File: src/core/hv_cfg_regs.svh
// Command codes, field positions, reset values and timing counts of the
// high-voltage configuration block. Included by the package and modules.
`ifndef HV_CFG_REGS_SVH
`define HV_CFG_REGS_SVH

// Command codes written to the command port
`define HV_CMD_READ_CFG0   8'h00
`define HV_CMD_WRITE_CFG0  8'h08

// Field positions of the configuration register
`define HV_CFG0_THERM_DIS  7
`define HV_CFG0_OSC_EN     6
`define HV_CFG0_BSD_EN     5
`define HV_CFG0_WAKE_HI    4
`define HV_CFG0_PSM_EN     3
`define HV_CFG0_LVF_EN     2
`define HV_CFG0_MODE_HI    1
`define HV_CFG0_MODE_LO    0

// Reset value and mode codes
`define HV_CFG0_RESET      8'h00
`define HV_MODE_OFF        2'h0
`define HV_MODE_ON         2'h2

// Interface latency of the high-voltage link
`define HV_LATENCY_NS      10000
`define HV_CLK_PERIOD_NS   4
`define HV_LATENCY_CYC     ((`HV_LATENCY_NS + `HV_CLK_PERIOD_NS - 1) / `HV_CLK_PERIOD_NS)

`endif

File: src/core/hv_cfg_pkg.sv
// Types shared by the high-voltage configuration block.
// Assumes hv_cfg_regs.svh is on the include path.
`include "hv_cfg_regs.svh"

package hv_cfg_pkg;

	// Transceiver modes of bits 1..0
	typedef enum logic [1:0] {
		MODE_OFF   = 2'b00,
		MODE_RSVD1 = 2'b01,
		MODE_ON    = 2'b10,
		MODE_RSVD3 = 2'b11
	} xcvr_mode_t;

	// Decoded controls to the high-voltage circuits
	typedef struct packed {
		logic       therm_shutdown_en;
		logic       osc_en;
		logic       bus_pullup_en;
		logic       bit_serial_mode;
		logic       wake_pin_drive;
		logic       supply_monitor_en;
		logic       low_voltage_flag_en;
		xcvr_mode_t xcvr_mode;
		logic       xcvr_driver_en;
	} hv_ctrl_t;

	// Command port status read view
	typedef struct packed {
		logic tx_ok;
		logic rx_ok;
		logic busy;
	} cmd_status_t;

	// Latency counter state
	typedef struct packed {
		logic        run;
		logic [11:0] cnt;
	} lat_state_t;

	// Controller states
	typedef enum logic [1:0] {
		ST_IDLE  = 2'b00,
		ST_WRITE = 2'b01,
		ST_READ  = 2'b10
	} cmd_state_t;

	// State of the main module, less its synchronisers
	typedef struct packed {
		cmd_state_t  st;
		logic [7:0]  cfg;
		logic [7:0]  pend;
		logic [11:0] dat;
		cmd_status_t stat;
		hv_ctrl_t    ctrl;
		logic        therm_off;
		logic        supply_irq;
		logic        lvf_seen;
	} hv_state_t;

endpackage : hv_cfg_pkg

File: src/core/hv_config_zero_register.sv
// High-voltage configuration register zero behind the indirect command port.
// Assumes software drives command/data writes as single-cycle strobes on clk,
// and that the analog status pins are asynchronous to clk.
`timescale 1ns/1ps
`default_nettype none
`include "hv_cfg_regs.svh"

module hv_config_zero_register
	import hv_cfg_pkg::*;
#(
	parameter int LATENCY_CYC = `HV_LATENCY_CYC
) (
	input  wire logic        clk,
	input  wire logic        sys_rst,
	input  wire logic        clk_en,
	input  wire logic        cmd_wr,
	input  wire logic [7:0]  cmd_wdata,
	input  wire logic        dat_wr,
	input  wire logic [7:0]  dat_wdata,
	input  wire logic        thermal_event_pin,
	input  wire logic        supply_low_pin,
	input  wire logic        core_supply_low_pin,
	input  wire logic        irq_src_en,
	output var  logic [2:0]  hv_command_port,
	output var  logic [11:0] hv_data_port,
	output var  logic [7:0]  hv_circuit_config_zero,
	output var  hv_ctrl_t    hv_ctrl,
	output var  logic        diag_driver_off,
	output var  logic        supply_monitor_irq,
	output var  logic        low_voltage_flag
);

	initial begin
		if (LATENCY_CYC < 1 || LATENCY_CYC > 4095) $error("LATENCY_CYC out of range");
	end

	hv_state_t s_q, s_d;
	logic [2:0] sync1_q, sync2_q;
	logic       lat_start;
	logic       lat_done;

	// Decode a configuration byte into circuit controls
	function automatic hv_ctrl_t decode_cfg(input logic [7:0] c);
		hv_ctrl_t r;
		r.therm_shutdown_en   = ~c[`HV_CFG0_THERM_DIS];
		r.osc_en              = c[`HV_CFG0_OSC_EN];
		r.bus_pullup_en       = ~c[`HV_CFG0_BSD_EN];
		r.bit_serial_mode     = c[`HV_CFG0_BSD_EN];
		r.wake_pin_drive      = c[`HV_CFG0_WAKE_HI];
		r.supply_monitor_en   = c[`HV_CFG0_PSM_EN];
		r.low_voltage_flag_en = c[`HV_CFG0_LVF_EN];
		r.xcvr_mode           = xcvr_mode_t'(c[`HV_CFG0_MODE_HI:`HV_CFG0_MODE_LO]);
		r.xcvr_driver_en      = (c[`HV_CFG0_MODE_HI:`HV_CFG0_MODE_LO] == `HV_MODE_ON);
		return r;
	endfunction : decode_cfg

	// Two-stage synchronisers for the analog status pins
	always_ff @(posedge clk) begin
		if (sys_rst) begin
			sync1_q <= 3'h0;
			sync2_q <= 3'h0;
		end else if (clk_en) begin
			sync1_q <= {core_supply_low_pin, supply_low_pin, thermal_event_pin};
			sync2_q <= sync1_q;
		end
	end

	// Link latency for each command
	hv_latency_timer #(
		.CYCLES (LATENCY_CYC)
	) u_lat (
		.clk     (clk),
		.sys_rst (sys_rst),
		.clk_en  (clk_en),
		.start   (lat_start),
		.done    (lat_done)
	);

	// Command flow in brief:
	// Idle, command strobe seen, busy raised next cycle.
	// Write takes data strobed in the same cycle,
	// otherwise the last byte held in the data port.
	// The pending byte waits in its own flops.
	// The live register never sees a half-written byte.
	// Latency timer counts the link delay to the far die.
	// Busy stays high while the timer runs.
	// Busy reads high for LATENCY_CYC cycles in all.
	// Register, status and data change in one cycle.
	// That cycle is the one in which busy falls.
	// Read copies the live register into the data port.
	// Read tag bits show zero, write tag bits show eight.
	// Status bits are only meaningful with busy low.
	//
	// Refused traffic:
	// Command strobes while busy are dropped.
	// Data strobes while busy are dropped too.
	// Dropping them keeps the pending byte stable.
	// Unknown codes clear the status, no busy.
	// Reserved mode codes are stored as written.
	// Driver enable only for the normal mode code.
	// Reserved codes therefore leave the driver off.
	//
	// Circuit controls:
	// Decoded one cycle after the register.
	// The extra cycle keeps outputs on flops.
	// Wake drive is forced low during thermal shutdown.
	// Thermal shutdown latches until released.
	// Release by clearing wake drive or disabling shutdown.
	// Without the latch the pin would toggle with the event.
	//
	// Status pins from the analog side:
	// All are asynchronous, two flops each.
	// Nothing reads the first flop but the second.
	// Outputs follow a pin change in three cycles.
	// Supply interrupt is a plain level, not latched.
	// Interrupt source enable gates it directly.
	// Low-voltage flag is sticky until reset.
	// It sets only while its function is enabled.
	//
	// Clock enable low freezes every flop here.
	// The timer and synchronisers freeze with it.
	// A frozen command resumes where it stopped.

	// Command interpreter, register and circuit controls
	always_comb begin
		s_d       = s_q;
		lat_start = 1'b0;
		if (dat_wr && s_q.st == ST_IDLE) begin
			s_d.dat = {4'h0, dat_wdata};
		end
		case (s_q.st)
			ST_IDLE: begin
				if (cmd_wr) begin
					if (cmd_wdata == `HV_CMD_WRITE_CFG0) begin
						s_d.st    = ST_WRITE;
						s_d.pend  = dat_wr ? dat_wdata : s_q.dat[7:0];
						s_d.stat  = 3'b001;
						lat_start = 1'b1;
					end else if (cmd_wdata == `HV_CMD_READ_CFG0) begin
						s_d.st    = ST_READ;
						s_d.stat  = 3'b001;
						lat_start = 1'b1;
					end else begin
						s_d.stat  = 3'b000;                               // Unknown command fails
					end
				end
			end
			ST_WRITE: begin
				if (lat_done) begin
					s_d.cfg  = s_q.pend;
					s_d.dat  = {4'h8, s_q.pend};
					s_d.stat = 3'b100;
					s_d.st   = ST_IDLE;
				end
			end
			ST_READ: begin
				if (lat_done) begin
					s_d.dat  = {4'h0, s_q.cfg};
					s_d.stat = 3'b010;
					s_d.st   = ST_IDLE;
				end
			end
			default: begin
				s_d.st = ST_IDLE;
			end
		endcase
		s_d.ctrl       = decode_cfg(s_q.cfg);
		// Thermal shutdown latches off until disabled or bit 4 cleared
		s_d.therm_off  = s_q.cfg[`HV_CFG0_WAKE_HI] && ~s_q.cfg[`HV_CFG0_THERM_DIS]
			&& (s_q.therm_off || sync2_q[0]);
		s_d.supply_irq = s_q.cfg[`HV_CFG0_PSM_EN] && irq_src_en && sync2_q[1];
		// Flag is sticky; set only while the function is enabled
		s_d.lvf_seen   = s_q.lvf_seen || (s_q.cfg[`HV_CFG0_LVF_EN] && sync2_q[2]);
		if (s_d.therm_off) begin
			s_d.ctrl.wake_pin_drive = 1'b0;
		end
	end

	// State register
	always_ff @(posedge clk) begin
		if (sys_rst) begin
			s_q <= '0;
			s_q.cfg <= `HV_CFG0_RESET;
		end else if (clk_en) begin
			s_q <= s_d;
		end
	end

	// Outputs straight from the state flops
	assign hv_command_port        = s_q.stat;
	assign hv_data_port           = s_q.dat;
	assign hv_circuit_config_zero = s_q.cfg;
	assign hv_ctrl                = s_q.ctrl;
	assign diag_driver_off        = s_q.therm_off;
	assign supply_monitor_irq     = s_q.supply_irq;
	assign low_voltage_flag       = s_q.lvf_seen;

endmodule : hv_config_zero_register

`default_nettype wire

File: src/core/hv_latency_timer.sv
// Counts the high-voltage link latency after a start pulse.
// Assumes a start only while idle; same clock and reset as its parent.
`timescale 1ns/1ps
`default_nettype none
`include "hv_cfg_regs.svh"

module hv_latency_timer
	import hv_cfg_pkg::*;
#(
	parameter int CYCLES = `HV_LATENCY_CYC
) (
	input  wire logic clk,
	input  wire logic sys_rst,
	input  wire logic clk_en,
	input  wire logic start,
	output var  logic done
);

	initial begin
		if (CYCLES < 1 || CYCLES > 4095) $error("CYCLES out of range");
	end

	lat_state_t s_q, s_d;

	// Count down, pulse done at the end
	always_comb begin
		s_d  = s_q;
		done = 1'b0;
		if (start) begin
			s_d.run = 1'b1;
			s_d.cnt = 12'(CYCLES - 1);
		end else if (s_q.run) begin
			if (s_q.cnt == 12'h000) begin
				s_d.run = 1'b0;
				done    = 1'b1;
			end else begin
				s_d.cnt = s_q.cnt - 12'h001;
			end
		end
	end

	// State register
	always_ff @(posedge clk) begin
		if (sys_rst) begin
			s_q <= '0;
		end else if (clk_en) begin
			s_q <= s_d;
		end
	end

endmodule : hv_latency_timer

`default_nettype wire
File: config.mk
export PLATFORM = sky130hd
export DESIGN_NAME = hv_config_zero_register
export DESIGN_NICKNAME = d
export VERILOG_FILES = /design/src/core/hv_cfg_pkg.sv /design/src/core/hv_config_zero_register.sv /design/src/core/hv_latency_timer.sv
export VERILOG_INCLUDE_DIRS = /design/src /design/src/core
export SDC_FILE = /design/constraint.sdc
export NUM_CORES = 1
export LEC_CHECK = 0
export BUFFER_PORTS_ARGS = -buffer_cell sky130_fd_sc_hd__buf_2
export CAP_MARGIN = 10
export CORE_UTILIZATION = 30
export CTS_CLUSTER_SIZE = 24
export DETAILED_ROUTE_END_ITERATION = 16
export GPL_TIMING_DRIVEN = 0
export PLACE_DENSITY = 0.48
export SLEW_MARGIN = 5
export SYNTH_ARGS = -nofsm -noshare
export SYNTH_HDL_FRONTEND = slang
export SYNTH_HIERARCHICAL = 1
export SYNTH_SLANG_ARGS = --single-unit
File: constraint.sdc
create_clock -name clk -period 3.25 [get_ports clk]
set_input_delay 0.1625 -clock clk [delete_from_list [all_inputs] [get_ports clk]]
set_output_delay 0.1625 -clock clk [all_outputs]
set_load 0.02 [all_outputs]
### After elaboration in Yosys (flattened, before gate mapping)

Cells that the tools add are included.

* register bits after elaboration: 65
* input bits: 25
* output and inout bits: 36
* logic and storage cells: 80

* reductions and logical operators: 18
* bitwise gates (word level): 2
* $add $sub $neg: 1
* equality and inequality tests: 9
* mux-type cells: 27

Operator list (number)
* $mux W15: 2
* $mux W13: 2
* $mux W12: 2
* $pmux W12 S2: 1
* $logic_not A12 Y1: 1
* $sub A12 B1 Y12 const B: 1
* $mux W1: 10
* $mux W10: 1
* $reduce_and A5 Y1: 2
* $pmux W3 S3: 1
* $eq A8 B4 Y1 const B: 1
* $logic_not A8 Y1: 1
* $mux W2: 4
* $mux W8: 1
* $ne A2 B2 Y1 const B: 4
* $logic_and A1 B1 Y1: 6
* $mux W3: 2
* $pmux W2 S3: 1
* $reduce_and A3 Y1: 2
* $eq A2 B2 Y1 const B: 2
* $reduce_and A4 Y1: 1
* $ne A3 B1 Y1 const B: 1
* $reduce_bool A3 Y1: 1
* $eq A2 B1 Y1 const B: 1
* other kinds (4): 6

### Logic depth before layout (Yosys ltp)

Gate-level depths: netlist of the first run.

* depth after elaboration: 8
* depth in mapped cells: 12
* depth with buffers taken out: 10

### Cells and area by module

Netlist of the first run, hierarchy kept.

Modules (own cells, without submodules)
* hv_config_zero_register: seq. area each 1041.0 µm², area an instance 2568.7 µm², times used 1, cells each 300
* hv_latency_timer: seq. area each 260.2 µm², area an instance 870.8 µm², times used 1, cells each 107

### Least setup slack after synthesis of the first run

OpenSTA, ideal clock, no wires.

* kind: input to register
* from: input port cmd_wdata[5]
* to: register s_q (netlist bit hv_data_port[6])
* slack: 585 ps
* required time: 3172 ps
* arrival time: 2587 ps
* path buffers: 2
* cell stages on the path: 11
* library setup time: 78 ps
* cell sequence: or4_4 -> or2_2 -> nor2_1 -> clkbuf_1 -> nand2b_1 -> nor2_1 -> o21bai_1 -> nand3_1 -> clkbuf_1 -> a222oi_1 -> nor3_1

* word-level cells in the longest chain between the ends: 8
* elaborated cells on any way between the ends: 10
* those cells by class: 1 x eq/ne; 8 x mux; 1 x reduce/logical

RTL lines
* start, declared: RTL line hv_config_zero_register.sv:17 `input wire logic [7:0] cmd_wdata,`
* $logic_not A8 Y1 (no source line)
* $mux W1: RTL line hv_config_zero_register.sv:139 `` end else if (cmd_wdata == `HV_CMD_READ_CFG0) begin ``
* $mux W1 *: RTL line hv_config_zero_register.sv:134 `` if (cmd_wdata == `HV_CMD_WRITE_CFG0) begin ``
* $mux W1 *: RTL line hv_config_zero_register.sv:133 `if (cmd_wr) begin`
* $mux W1 *: RTL line hv_config_zero_register.sv:131 `case (s_q.st)`
* named net lat_start: RTL line hv_config_zero_register.sv:39 `logic lat_start;`
* $mux W1 *: RTL line hv_latency_timer.sv:29 `if (start) begin`
* named net lat_done: RTL line hv_config_zero_register.sv:40 `logic lat_done;`
* $mux W15, on equally long branches: RTL line hv_config_zero_register.sv:157, hv_config_zero_register.sv:149
* $pmux W12 S2 *: RTL line hv_config_zero_register.sv:131
* end, declared: RTL line hv_config_zero_register.sv:37 `hv_state_t s_q, s_d;`

Mark *: on every way through the listed nets, which the timed path passes. The rest lies on a longest branch. The select of a mux whose other input is x is not followed.
A chain may end at the register's enable or synchronous reset.

### Worst setup path in the final report of the first run

* from: register s_q[45] in the netlist's numbering
* to: register s_q (netlist bit hv_data_port[6])

* word-level cells in the longest chain between the ends: 5
* elaborated cells on any way between the ends: 10
* those cells by class: 2 x eq/ne; 6 x mux; 2 x reduce/logical

RTL lines (RTL line)
* $logic_not A2 Y1 *: hv_config_zero_register.sv:131
* $mux W1 *: hv_config_zero_register.sv:131
* named net lat_start: hv_config_zero_register.sv:39
* $mux W1 *: hv_latency_timer.sv:29
* named net lat_done: hv_config_zero_register.sv:40
* $mux W15, on equally long branches: hv_config_zero_register.sv:157, hv_config_zero_register.sv:149
* $pmux W12 S2 *: hv_config_zero_register.sv:131

Marked as above.

==> impl_summary.log, run 1 <==
INFO  metric timing.critical_path.buf_inv = 3
INFO  metric regToRegEndpoint = hv_data_port[6]
INFO  metric crit_top_cell = sky130_fd_sc_hd__clkbuf_2
INFO  metric worst_ep_required_time = 3.44 ns
INFO  metric synth-edff-count = 0
INFO  metric drt-vias-per-instance = 4.98
INFO  metric route.met2.wl = 4360 um
INFO  metric die_h = 109 um
INFO  metric max_freq = 347 MHz
INFO  metric drc_errors = 0
INFO  metric vdd_ir_drop_max = 0.265 mV
INFO  metric multi_input_gate_area_in_the_final_layout = 0.00171 sq mm
INFO  metric worstHoldPathType = input port to flip-flop
INFO  metric timing.final.crit_share = 88.7%
INFO  metric slew_viol_final = 0
INFO  metric post_synth_num_cell_types = 51
INFO  metric grt_first_pass_wirelength = 15600 um
INFO  metric rsz0062_at_grt = false
INFO  metric layout.core_utilization = 38.4%
INFO  metric ys_ff_latch = 65
INFO  metric detailedPlacementHpwl = 6800 um
INFO  metric timing.critical_path.fanout_max = 10
INFO  metric timing.hold.worst.start = core_supply_low_pin
INFO  metric final_hold_viol_count = 0
INFO  metric timing.hold.worst_path_depth = 3
INFO  metric tritoncts.num_buffers = 9
INFO  metric detail_route.wirelength = 9530 um
INFO  metric met3_wire_len = 583 um
INFO  metric drt_pre_antenna_iters = 5
INFO  metric tritoncts_clock_tree = built
INFO  metric grt.total_usage = 17.4%
INFO  metric synth.top_cell.area_share = 37.8%
INFO  metric netlist.top_cell.by_area = sky130_fd_sc_hd__dfxtp_1
INFO  metric cts.clk_slew.worst_paths = 0.06 ns
INFO  metric top_signal_layer_used = met4
INFO  metric syn_area_per_cell = 8.45 sq um
INFO  metric cp_slowest_stage_delay = 0.38 ns
INFO  metric worst_setup_path_startpoint = s_q[45]
INFO  metric placed_cells_incl_taps = 606
INFO  metric maxCapViolCount = 0
INFO  metric die_width = 109 um
INFO  metric synth.cells.most_frequent = sky130_fd_sc_hd__dfxtp_1, sky130_fd_sc_hd__nor2_1, sky130_fd_sc_hd__a21oi_1
INFO  metric syn_area = 0.00344 sq mm
INFO  metric max-slew-margin-rel = 49.9%
INFO  metric synthCells = 407
INFO  metric m1WireLength = 4470 um
INFO  metric rr_worst_depth = 12
INFO  metric critical-path-slowest-cell = sky130_fd_sc_hd__dfxtp_1
INFO  metric reg2reg_slack = 0.37 ns
INFO  metric filler_cell_count = 1137
INFO  metric dr_total_vias = 3100
INFO  metric num_rows = 38
INFO  metric hold-path-endpoint = sync1_q[2]
INFO  metric drive_above_1_share = 27.4%
INFO  metric synth.net_count = 439
INFO  metric ys_warnings = 6
INFO  metric postSynth.asyncResetShare = 0%
INFO  metric setup_viol = 0
INFO  metric fin_worst_skew = 0.00630 ns
INFO  metric routabilityCongestion = 0.844
INFO  metric htreeDepth = 3
INFO  metric tritoncts_num_sinks = 65
INFO  metric insertedDiodeCount = 0
INFO  metric timing.final.crit_period = 2.88 ns
INFO  metric floorplan.die_area = 0.0119 sq mm
INFO  metric end_kind = flip-flop
INFO  metric cp_arrival = 3.08 ns
INFO  metric area.growth.synth_to_final = 22.6%
INFO  metric ant_nets = 0
INFO  metric synth_most_common_cell = sky130_fd_sc_hd__dfxtp_1
INFO  metric synth.top_cells.by_area = sky130_fd_sc_hd__dfxtp_1, sky130_fd_sc_hd__buf_4, sky130_fd_sc_hd__mux2i_1
INFO  metric cts-root-buf = sky130_fd_sc_hd__clkbuf_16
INFO  metric power.static_leakage = 1.82 nW
INFO  metric critical_path.top_delay_family = simple AND/OR/NAND/NOR gates
INFO  metric design.portCount = 61
INFO  metric clk_latency = 0.34 ns
INFO  metric initial_core_util = 31.3%
INFO  metric commonest_register_cell_after_synthesis = sky130_fd_sc_hd__dfxtp_1
INFO  metric regToRegStartpoint = s_q[45]
INFO  metric drtIter0Drc = 173
INFO  metric start_kind = flip-flop
INFO  metric area.sequential = 0.00130 sq mm
INFO  metric largest_net_degree_at_the_start_of_global_routing = 13
INFO  metric stdcell_count = 622
INFO  metric first_global_vias = 3053
INFO  metric crit_path_cell_trace = inv_1, ha_1, nand2_1, nor2_1, clkbuf_2, nand2b_1, nor2_4, o21bai_1, nand3_1, clkbuf_2, a222oi_1, nor3_1
INFO  metric detail_route.wl_per_cell = 15.3 um
INFO  metric clockBufferDepth = 2
INFO  metric timing.setup.critical_path_class = flip-flop to flip-flop
INFO  metric buffer_ports.inserted = 59
INFO  metric power_per_cell_area = 459 mW/mm^2
INFO  metric grt.overflow.total = 0
INFO  metric num-nets-final = 509
INFO  metric grt_antenna_before_repair = 0
INFO  metric sequential_to_total_area_share_from_yosys_stat = 37.8%
INFO  metric status = finished clean
INFO  metric post-layout-total-power = 1.94 mW
INFO  metric core-area = 0.0110 sq mm
INFO  metric tightestPinTransition = 0.752 ns
==> power by group <==
group | leakage (nW) | switching, mW | internal, mW | total, mW
sequential | 0.526 | 0.00915 | 0.809 | 0.818
combinational | 1.14 | 0.0829 | 0.0619 | 0.145
clock | 0.149 | 0.381 | 0.593 | 0.974
==> cells in the final DEF, fill, tap and decap left out, types with 9 or more instances in the layout <==
cell type / Yosys / final
sky130_fd_sc_hd__a211oi_1: 13 / 13
sky130_fd_sc_hd__a21oi_1: 35 / 35
sky130_fd_sc_hd__a31oi_1: 11 / 11
sky130_fd_sc_hd__buf_2: 2 / 61
sky130_fd_sc_hd__buf_4: 33 / 33
sky130_fd_sc_hd__clkbuf_1: 20 / 18
sky130_fd_sc_hd__clkbuf_16: 0 / 9
sky130_fd_sc_hd__dfxtp_1: 65 / 65
sky130_fd_sc_hd__inv_1: 18 / 18
sky130_fd_sc_hd__mux2i_1: 23 / 23
sky130_fd_sc_hd__nand2_1: 31 / 31
sky130_fd_sc_hd__nand2b_1: 9 / 9
sky130_fd_sc_hd__nor2_1: 47 / 46
sky130_fd_sc_hd__nor3_1: 10 / 10
==> cells by family (layout without fill, tap and decap cells) <==
| family | Yosys count | count (layout) | synth area share (%) |
|---|---|---|---|
| compound gates | 93 | 93 | 17.8 |
| flops | 65 | 65 | 37.8 |
| simple gates | 143 | 143 | 22.3 |
| buf+inv | 76 | 151 | 12.8 |
| fa+ha+maj | 7 | 7 | 2.55 |
| mux | 23 | 23 | 6.69 |
==> layout make-up <==
type                       instances  share of cell area [%]
buffer                            58                    8.87
clock buffer                       9                    5.34
clock inverter                     7                    1.69
inverter                          18                    1.60
multi-input combinational        266                    40.5
sequential                        65                    30.9
tap                              140                    4.15
timing repair buffer              59                    7.00
==> worst max path at each step <==
stage,endpoint,slack (ns),cells after the start
3_5_place_dp,hv_data_port[6],-0.23,12
6_report,hv_data_port[6],0.37,12
2_1_floorplan,hv_data_port[6],0.59,11
4_1_cts,hv_data_port[6],0.06,12
5_1_grt,hv_data_port[4],0.06,12
3_3_place_gp,hv_data_port[5],-0.20,12
==> state kept, by name, summed over array words and instances, names as in the netlist <==
name and flops:
u_lat/s_q 13, hv_command_port 3, hv_circuit_config_zero 8, supply_monitor_irq 1, diag_driver_off 1, hv_ctrl 10
sync1_q 3, sync2_q 3, low_voltage_flag 1, hv_data_port 12, s_q 10
==> per-stage QoR <==
stage                     hold slack (ns)  cell area, sq um  setup TNS (ns)  setup slack (ns)
after floorplan                     0.241              3440               0             0.585
after global placement              0.399              3910           -1.41            -0.203
final                              0.0695              4220               0             0.368
after global routing               0.0722              4220               0            0.0589
after CTS                          0.0587              4210               0            0.0605
after detailed placement            0.408              3910           -1.53            -0.231
==> timing repair <==
| item | in CTS | in global routing |
|---|---|---|
| hold buffers | 0 | 0 |
| setup endpoints to repair | 0 | 13 |
| gates resized for setup | 0 | 6 |
| setup buffers | 0 | 0 |
==> per-layer routing <==
metal / global-route usage [%] / vias to the layer above
met5: 0 / -
met4: 6.85 / 0
met3: 4.18 / 9
met2: 28.2 / 90
met1: 22.1 / 1440
li1: - / 1561
==> worst min-delay path, cell delays in order <==
cell and delay [ns]:
sky130_fd_sc_hd__buf_2 0.08, sky130_fd_sc_hd__mux2i_1 0.06, sky130_fd_sc_hd__nor2_1 0.07
Power figures use the tool's default switching activity.
==> run 2, diff against run 1 <==
CAP_MARGIN = 20   (was 10)
HOLD_SLACK_MARGIN = 0.06   (was unset)
MAX_ROUTING_LAYER = met4   (was unset)
==> run 2 against run 1 <==
  * Sequential power about the same
  * Die area stayed put
  * Critical path depth is the same
  * Utilization increased by 0.091 points
  * Via count is 0.55% lower
  * Count of clock-buffer cells in the layout stayed put
  * First-iteration DRC count decreased by 4.6%
  * Sequential cell count unchanged
  * Routed wire length is 0.40% lower
  * Sequential share of layout area decreased by 0.073 points
  * Fmax shrank 0.19%
  * Clock power barely moved
  * Critical path type unchanged
  * Critical endpoint is now hv_data_port[5]
==> impl_summary.log, run 2 (synthesis gave the netlist of run 1 again) <==
INFO  metric slew_viol_final = 0 (unchanged)
INFO  metric clk_latency = 0.34 ns (about the same)
INFO  metric power.static_leakage = 1.82 nW (about the same)
INFO  metric die_h = 109 um (unchanged)
INFO  metric placed_cells_incl_taps = 606 (unchanged)
INFO  metric finalSetupTns = 0 ns (unchanged)
INFO  metric fin_worst_skew = 0.00528 ns (was 0.00630 ns)
INFO  metric routabilityCongestion = 0.858 (was 0.844)
INFO  metric finish.instance_area = 0.00423 sq mm (was 0.00422 sq mm)
INFO  metric drt-vias-per-instance = 4.95 (was 4.98)
INFO  metric critical-path-slowest-cell = sky130_fd_sc_hd__dfxtp_1 (unchanged)
INFO  metric timing.hold.ws = 0.0728 ns (was 0.0695 ns)
INFO  metric power_per_cell_area = 459 mW/mm^2 (about the same)
INFO  metric post-layout-total-power = 1.94 mW (about the same)
INFO  metric dr_total_vias = 3083 (was 3100)
INFO  metric rr_worst_depth = 12 (unchanged)
INFO  metric grt.total_usage = 17.9% (was 17.4%)
INFO  metric net-switching-power = 473 uW (about the same)
INFO  metric cts.clk_slew.worst_paths = 0.06 ns (about the same)
INFO  metric critical_path.top_delay_family = simple AND/OR/NAND/NOR gates (unchanged)
INFO  metric largest_register_ffs = 13 (unchanged)
INFO  metric timing.critical_path.buf_inv = 3 (unchanged)
INFO  metric design.portCount = 61 (unchanged)
INFO  metric layout_common_cells = sky130_fd_sc_hd__dfxtp_1, sky130_fd_sc_hd__buf_2, sky130_fd_sc_hd__nor2_1 (unchanged)
INFO  metric crit_top_cell = sky130_fd_sc_hd__clkbuf_2 (unchanged)
INFO  metric timing.final.crit_period = 2.89 ns (was 2.88 ns)
INFO  metric grt_antenna_before_repair = 0 (unchanged)
INFO  metric p_seq_share = 42.2% (about the same)
INFO  metric die_width = 109 um (unchanged)
INFO  metric largest_net_degree_at_the_start_of_global_routing = 13 (unchanged)
INFO  metric detailedPlacementHpwl = 6800 um (unchanged)
INFO  metric final_hold_viol_count = 0 (unchanged)
INFO  metric status = finished clean (unchanged)
INFO  metric drc_errors = 0 (unchanged)
INFO  metric grt.overflow.total = 0 (unchanged)
INFO  metric stdcell_count = 623 (was 622)
INFO  metric ant_nets = 0 (unchanged)
INFO  metric floorplan.die_area = 0.0119 sq mm (unchanged)
INFO  metric cts-root-buf = sky130_fd_sc_hd__clkbuf_16 (unchanged)
INFO  metric largest_register = u_lat/s_q (unchanged)
INFO  metric cp_slowest_stage_delay = 0.38 ns (about the same)
INFO  metric detail_route.wirelength = 9490 um (was 9530 um)
INFO  metric end_kind = flip-flop (unchanged)
INFO  metric m1WireLength = 4560 um (was 4470 um)
INFO  metric vdd_ir_drop_max = 0.267 mV (was 0.265 mV)
INFO  metric dpl_cell_area = 0.00391 sq mm (unchanged)
INFO  metric timing.hold.worst_path_depth = 3 (unchanged)
INFO  metric timing.final.crit_share = 88.9% (was 88.7%)
INFO  metric drt_pre_antenna_iters = 6 (was 5)
INFO  metric start_kind = flip-flop (unchanged)
INFO  metric power_frac_clock = 50.3% (about the same)
INFO  metric tritoncts_clock_tree = built (unchanged)
INFO  metric met3_wire_len = 472 um (was 583 um)
INFO  metric num_rows = 38 (unchanged)
INFO  metric layout.cells.most_common = sky130_fd_sc_hd__dfxtp_1 (unchanged)
INFO  metric area.growth.synth_to_final = 22.9% (was 22.6%)
INFO  metric buffer_ports.inserted = 59 (unchanged)
INFO  metric max_freq = 346 MHz (was 347 MHz)
INFO  metric tritoncts_num_sinks = 65 (unchanged)
INFO  metric drtIter0Drc = 165 (was 173)
INFO  metric setup_viol = 0 (unchanged)
INFO  metric num-nets-final = 510 (was 509)
INFO  metric initial_core_util = 31.3% (unchanged)
INFO  metric top_signal_layer_used = met4 (unchanged)
INFO  metric first_global_vias = 3054 (was 3053)
INFO  metric tightestPinTransition = 0.756 ns (was 0.752 ns)
INFO  metric route.met2.wl = 4320 um (was 4360 um)
INFO  metric worstHoldPathType = input port to flip-flop (unchanged)
INFO  metric sw_frac_of_total = 24.4% (about the same)
INFO  metric timing.setup.critical_path_class = flip-flop to flip-flop (unchanged)
INFO  metric cp.depth = 12 (unchanged)
INFO  metric timing.critical_path.fanout_max = 10 (unchanged)
INFO  metric rsz0062_at_grt = false (unchanged)
INFO  metric cp_arrival = 3.08 ns (about the same)
INFO  metric core-area = 0.0110 sq mm (unchanged)
INFO  metric comb_power_share = 7.5% (about the same)
INFO  metric htreeDepth = 3 (unchanged)
INFO  metric maxCapViolCount = 0 (unchanged)
INFO  metric post_cts_setup_buffers = 0 (unchanged)
INFO  metric crit_path_cell_trace = inv_1, ha_1, nand2_1, nor2_1, clkbuf_2, nand2b_1, nor2_4, o21bai_1, nand3_1, clkbuf_2, a222oi_1, nor3_1 (unchanged)
INFO  metric power.internal = 1.46 mW (about the same)
INFO  metric clockBufferDepth = 2 (unchanged)
INFO  metric worst_ep_required_time = 3.44 ns (about the same)
INFO  metric max-slew-margin-rel = 49.6% (was 49.9%)
INFO  metric drive_above_1_share = 27.3% (was 27.4%)
INFO  metric insertedDiodeCount = 0 (unchanged)
INFO  metric grt_first_pass_wirelength = 15600 um (about the same)
INFO  metric detail_route.wl_per_cell = 15.2 um (was 15.3 um)
INFO  metric tritoncts.num_buffers = 9 (unchanged)
## run 2: cell count changes in the layout (fill, tap and decap cells not counted)
cell / change
sky130_fd_sc_hd__dlygate4sd3_1: +1
## run 2: routing by layer
layer | track usage, % | up-vias
li1 | - | 1560
met1 | 22.1 | 1435
met2 | 28.3 | 77
met3 | 4.12 | 11
met4 | 6.85 | 0
met5 | - | -
## run 2: worst register-to-register path, delay by kind of cell, from the launching register on
| kind | cells | cell delay, ns |
|---|---|---|
| adders and majority gates | 1 | 0.26 |
| DFF | 1 | 0.38 |
| buffers and inverters | 3 | 0.54 |
| and+or+nand+nor | 6 | 0.96 |
| AOI/OAI and AO/OA | 2 | 0.61 |
## run 2: path summary, 6_finish.rpt
| kind | startpoint | to | slack [ns] |
|---|---|---|---|
| hold / removal | thermal_event_pin | sync1_q[0] | 0.07 |
| setup reg to reg | s_q[45] | hv_data_port[5] | 0.36 |
| setup / recovery | s_q[45] | hv_data_port[5] | 0.36 |
| hold reg to reg | hv_command_port[0] | hv_command_port[0] | 0.45 |
## run 2: cell type report
type                            instances  area [sq um]
Multi-Input combinational cell        266          1710
Fill cell                            1136          6760
Sequential cell                        65          1300
Buffer                                 58           374
Clock inverter                          7          71.3
Timing Repair Buffer                   60           305
Tap cell                              140           175
Clock buffer                            9           225
Inverter                               18          67.6
## run 2: power by group through the flow
| stage | logic [mW] | registers (mW) | clock network [mW] |
|---|---|---|---|
| 2_1_floorplan | 0.0976 | 0.833 | 0 |
| 3_3_place_gp | 0.144 | 0.835 | 0 |
| 3_5_place_dp | 0.146 | 0.835 | 0 |
| 4_1_cts | 0.147 | 0.818 | 0.997 |
| 5_1_grt | 0.161 | 0.819 | 1.03 |
| 6_report | 0.145 | 0.818 | 0.975 |
## run 2: timing repair
item                                    in CTS  in global routing
endpoints found under the hold margin        1                  0
endpoints found under the setup margin       0                 13
hold buffers                                 1                  0
gates resized for setup                      0                  6
## run 2: through the flow
stage	utilization [%]	worst slack [ns]
final	38.5	0.362
after detailed placement	35.6	-0.231
after CTS	38.4	0.0605
after floorplan	-	0.585
after global placement	35.6	-0.203
after global routing	38.5	0.0585
==> run 3, diff against run 2 <==
--- a/config.mk
+++ b/config.mk
@@ -13,7 +13,5 @@
 export DETAILED_ROUTE_END_ITERATION = 16
 export GPL_TIMING_DRIVEN = 0
-export HOLD_SLACK_MARGIN = 0.06
 export MAX_ROUTING_LAYER = met4
-export PLACE_DENSITY = 0.48
 export SLEW_MARGIN = 5
 export SYNTH_ARGS = -nofsm -noshare
==> constraint.sdc (replaced) <==
create_clock -name clk -period 3.25 [get_ports clk]
set_input_delay 0.1625 -clock clk [delete_from_list [all_inputs] [get_ports clk]]
set_output_delay 0.1625 -clock clk [all_outputs]
set_load 0.005 [all_outputs]
==> run 3 against run 2 <==
  * Fmax decreased by 3.1%
  * Worst setup slack lost 0.093 ns
  * Final cell count is 0.16% lower
  * Worst hold slack worse by 0.011 ns
  * Utilization decreased by 0.057 points
  * Global-route usage decreased by 0.39 points
==> impl_summary.log, run 3 (synthesis gave the netlist of run 1 again) <==
INFO  metric status = finished clean (unchanged)
INFO  metric cts_hold_buf = 0 (was 1)
INFO  metric initial_core_util = 31.3% (unchanged)
INFO  metric rsz0062_at_grt = false (unchanged)
INFO  metric area.sequential = 0.00130 sq mm (unchanged)
INFO  metric timing.setup.critical_path_class = flip-flop to flip-flop (unchanged)
INFO  metric power_per_cell_area = 461 mW/mm^2 (was 459 mW/mm^2)
INFO  metric cts-root-buf = sky130_fd_sc_hd__clkbuf_16 (unchanged)
INFO  metric detailedPlacementHpwl = 6650 um (was 6800 um)
INFO  metric filler_cell_count = 1131 (was 1136)
INFO  metric regToRegEndpoint = hv_data_port[2] (was hv_data_port[5])
INFO  metric floorplan.die_area = 0.0119 sq mm (unchanged)
INFO  metric dpl_cell_area = 0.00391 sq mm (unchanged)
INFO  metric area.growth.synth_to_final = 22.7% (was 22.9%)
INFO  metric largest_register = u_lat/s_q (unchanged)
INFO  metric layout_common_cells = sky130_fd_sc_hd__dfxtp_1, sky130_fd_sc_hd__buf_2, sky130_fd_sc_hd__nor2_1 (unchanged)
INFO  metric detail_route.wirelength = 9530 um (was 9490 um)
INFO  metric drc_errors = 0 (unchanged)
INFO  metric timing.hold.worst.start = supply_low_pin (was thermal_event_pin)
INFO  metric final_hold_viol_count = 0 (unchanged)
INFO  metric post-layout-total-power = 1.95 mW (was 1.94 mW)
INFO  metric tightestPinTransition = 0.775 ns (was 0.756 ns)
INFO  metric finish.instance_area = 0.00422 sq mm (was 0.00423 sq mm)
INFO  metric power.static_leakage = 1.81 nW (was 1.82 nW)
INFO  metric clockBufferDepth = 2 (unchanged)
INFO  metric grt_first_pass_wirelength = 15500 um (was 15600 um)
INFO  metric start_kind = flip-flop (unchanged)
INFO  metric setup_ws = 0.269 ns (was 0.362 ns)
INFO  metric multi_input_gate_area_in_the_final_layout = 0.00171 sq mm (unchanged)
INFO  metric end_kind = flip-flop (unchanged)
INFO  metric clk_latency = 0.34 ns (about the same)
INFO  metric core-area = 0.0110 sq mm (unchanged)
INFO  metric cp_slowest_stage_delay = 0.40 ns (was 0.38 ns)
INFO  metric max-slew-margin-rel = 48.3% (was 49.6%)
INFO  metric rr_worst_depth = 12 (unchanged)
INFO  metric first_global_vias = 3197 (was 3054)
INFO  metric design.portCount = 61 (unchanged)
INFO  metric tritoncts_clock_tree = built (unchanged)
INFO  metric die_h = 109 um (unchanged)
INFO  metric routabilityCongestion = 0.850 (was 0.858)
INFO  metric max_freq = 336 MHz (was 346 MHz)
INFO  metric fin_worst_skew = 0.00653 ns (was 0.00528 ns)
INFO  metric hold-path-endpoint = sync1_q[1] (was sync1_q[0])
INFO  metric cp_arrival = 3.18 ns (was 3.08 ns)
INFO  metric stdcell_count = 622 (was 623)
INFO  metric insertedDiodeCount = 0 (unchanged)
INFO  metric largest_register_ffs = 13 (unchanged)
INFO  metric die_width = 109 um (unchanged)
INFO  metric placed_cells_incl_taps = 606 (unchanged)
INFO  metric buffer_ports.inserted = 59 (unchanged)
INFO  metric drive_above_1_share = 27.2% (was 27.3%)
INFO  metric ant_nets = 0 (unchanged)
INFO  metric largest_net_degree_at_the_start_of_global_routing = 14 (was 13)
INFO  metric worst_setup_path_startpoint = s_q[45] (unchanged)
INFO  metric cts_resized = 0 (unchanged)
INFO  metric grt.total_usage = 17.5% (was 17.9%)
INFO  metric crit_path_cell_trace = inv_1, ha_1, nand2_1, nor2_1, clkbuf_1, nand2b_1, nor2_4, o21bai_1, nand3_1, clkbuf_2, a222oi_1, nor3_1 (was inv_1, ha_1, nand2_1, nor2_1, clkbuf_2, nand2b_1, nor2_4, o21bai_1, nand3_1, clkbuf_2, a222oi_1, nor3_1)
INFO  metric grt.overflow.total = 0 (unchanged)
INFO  metric num_rows = 38 (unchanged)
INFO  metric critical-path-slowest-cell = sky130_fd_sc_hd__dfxtp_1 (unchanged)
INFO  metric dr_total_vias = 3216 (was 3083)
INFO  metric setup_viol = 0 (unchanged)
INFO  metric num-nets-final = 509 (was 510)
INFO  metric post_cts_setup_buffers = 0 (unchanged)
INFO  metric layout.cells.most_common = sky130_fd_sc_hd__dfxtp_1 (unchanged)
INFO  metric tritoncts.num_buffers = 9 (unchanged)
INFO  metric reg2reg_slack = 0.27 ns (was 0.36 ns)
INFO  metric timing.critical_path.fanout_max = 10 (unchanged)
INFO  metric timing.final.crit_share = 91.7% (was 88.9%)
INFO  metric timing.hold.ws = 0.0622 ns (was 0.0728 ns)
INFO  metric drt-vias-per-instance = 5.17 (was 4.95)
INFO  metric slew_viol_final = 0 (unchanged)
INFO  metric timing.hold.worst_path_depth = 3 (unchanged)
INFO  metric grt_antenna_before_repair = 0 (unchanged)
INFO  metric tritoncts_num_sinks = 65 (unchanged)
INFO  metric vdd_ir_drop_max = 0.278 mV (was 0.267 mV)
INFO  metric regToRegStartpoint = s_q[45] (unchanged)
INFO  metric worstHoldPathType = input port to flip-flop (unchanged)
INFO  metric drt_pre_antenna_iters = 6 (unchanged)
INFO  metric worst_ep_required_time = 3.45 ns (was 3.44 ns)
INFO  metric cts.clk_slew.worst_paths = 0.06 ns (about the same)
INFO  metric detailedPlace.worstSlack = -0.163 ns (was -0.231 ns)
INFO  metric detail_route.wl_per_cell = 15.3 um (was 15.2 um)
INFO  metric timing.final.crit_period = 2.98 ns (was 2.89 ns)
INFO  metric htreeDepth = 3 (unchanged)
INFO  metric maxCapViolCount = 0 (unchanged)
INFO  metric drtIter0Drc = 239 (was 165)
[run 3: layer usage]
layer  routed length, um  vias up  global-route usage, %
li1                    -     1553                      -
met1                4030     1538                   20.4
met3                 639       14                   4.66
met5                   0        -                      -
met2                4720      111                   29.2
met4                 146        0                   5.69
[run 3: stage by stage]
stage / utilization [%] / TNS (ns)
after floorplan: - / 0
after global placement: 35.6 / -1.07
after detailed placement: 35.6 / -1.04
after CTS: 38.3 / 0
after global routing: 38.4 / 0
final: 38.4 / 0
[run 3: worst max path at each step]
stage,end,slack (ns),cells after the start
after CTS,hv_data_port[2],0.05,12
final,hv_data_port[2],0.27,12
after global placement,hv_data_port[6],-0.16,12
after detailed placement,hv_data_port[2],-0.16,12
after floorplan,hv_data_port[6],0.59,11
after global routing,hv_data_port[7],0.001,12
[run 3: cell type report]
cell class                      instances  share of cell area (%)
Sequential cell                        65                    30.8
Buffer                                 58                    8.83
Clock buffer                            9                    5.34
Tap cell                              140                    4.15
Inverter                               18                    1.60
Multi-Input combinational cell        266                    40.4
Timing Repair Buffer                   59                    7.00
Clock inverter                          7                    1.81
[run 3: critical path, delay by kind of cell (launching register included)]
kind	cells	cell delay, ns
AOI/OAI and AO/OA	2	0.62
buffers and inverters	3	0.56
and+or+nand+nor	6	0.99
adders and majority gates	1	0.27
DFF	1	0.40
[run 3: power by group]
| group | internal [mW] | switching (mW) |
|---|---|---|
| Sequential | 0.809 | 0.00954 |
| Clock | 0.600 | 0.394 |
| Combinational | 0.0617 | 0.0737 |
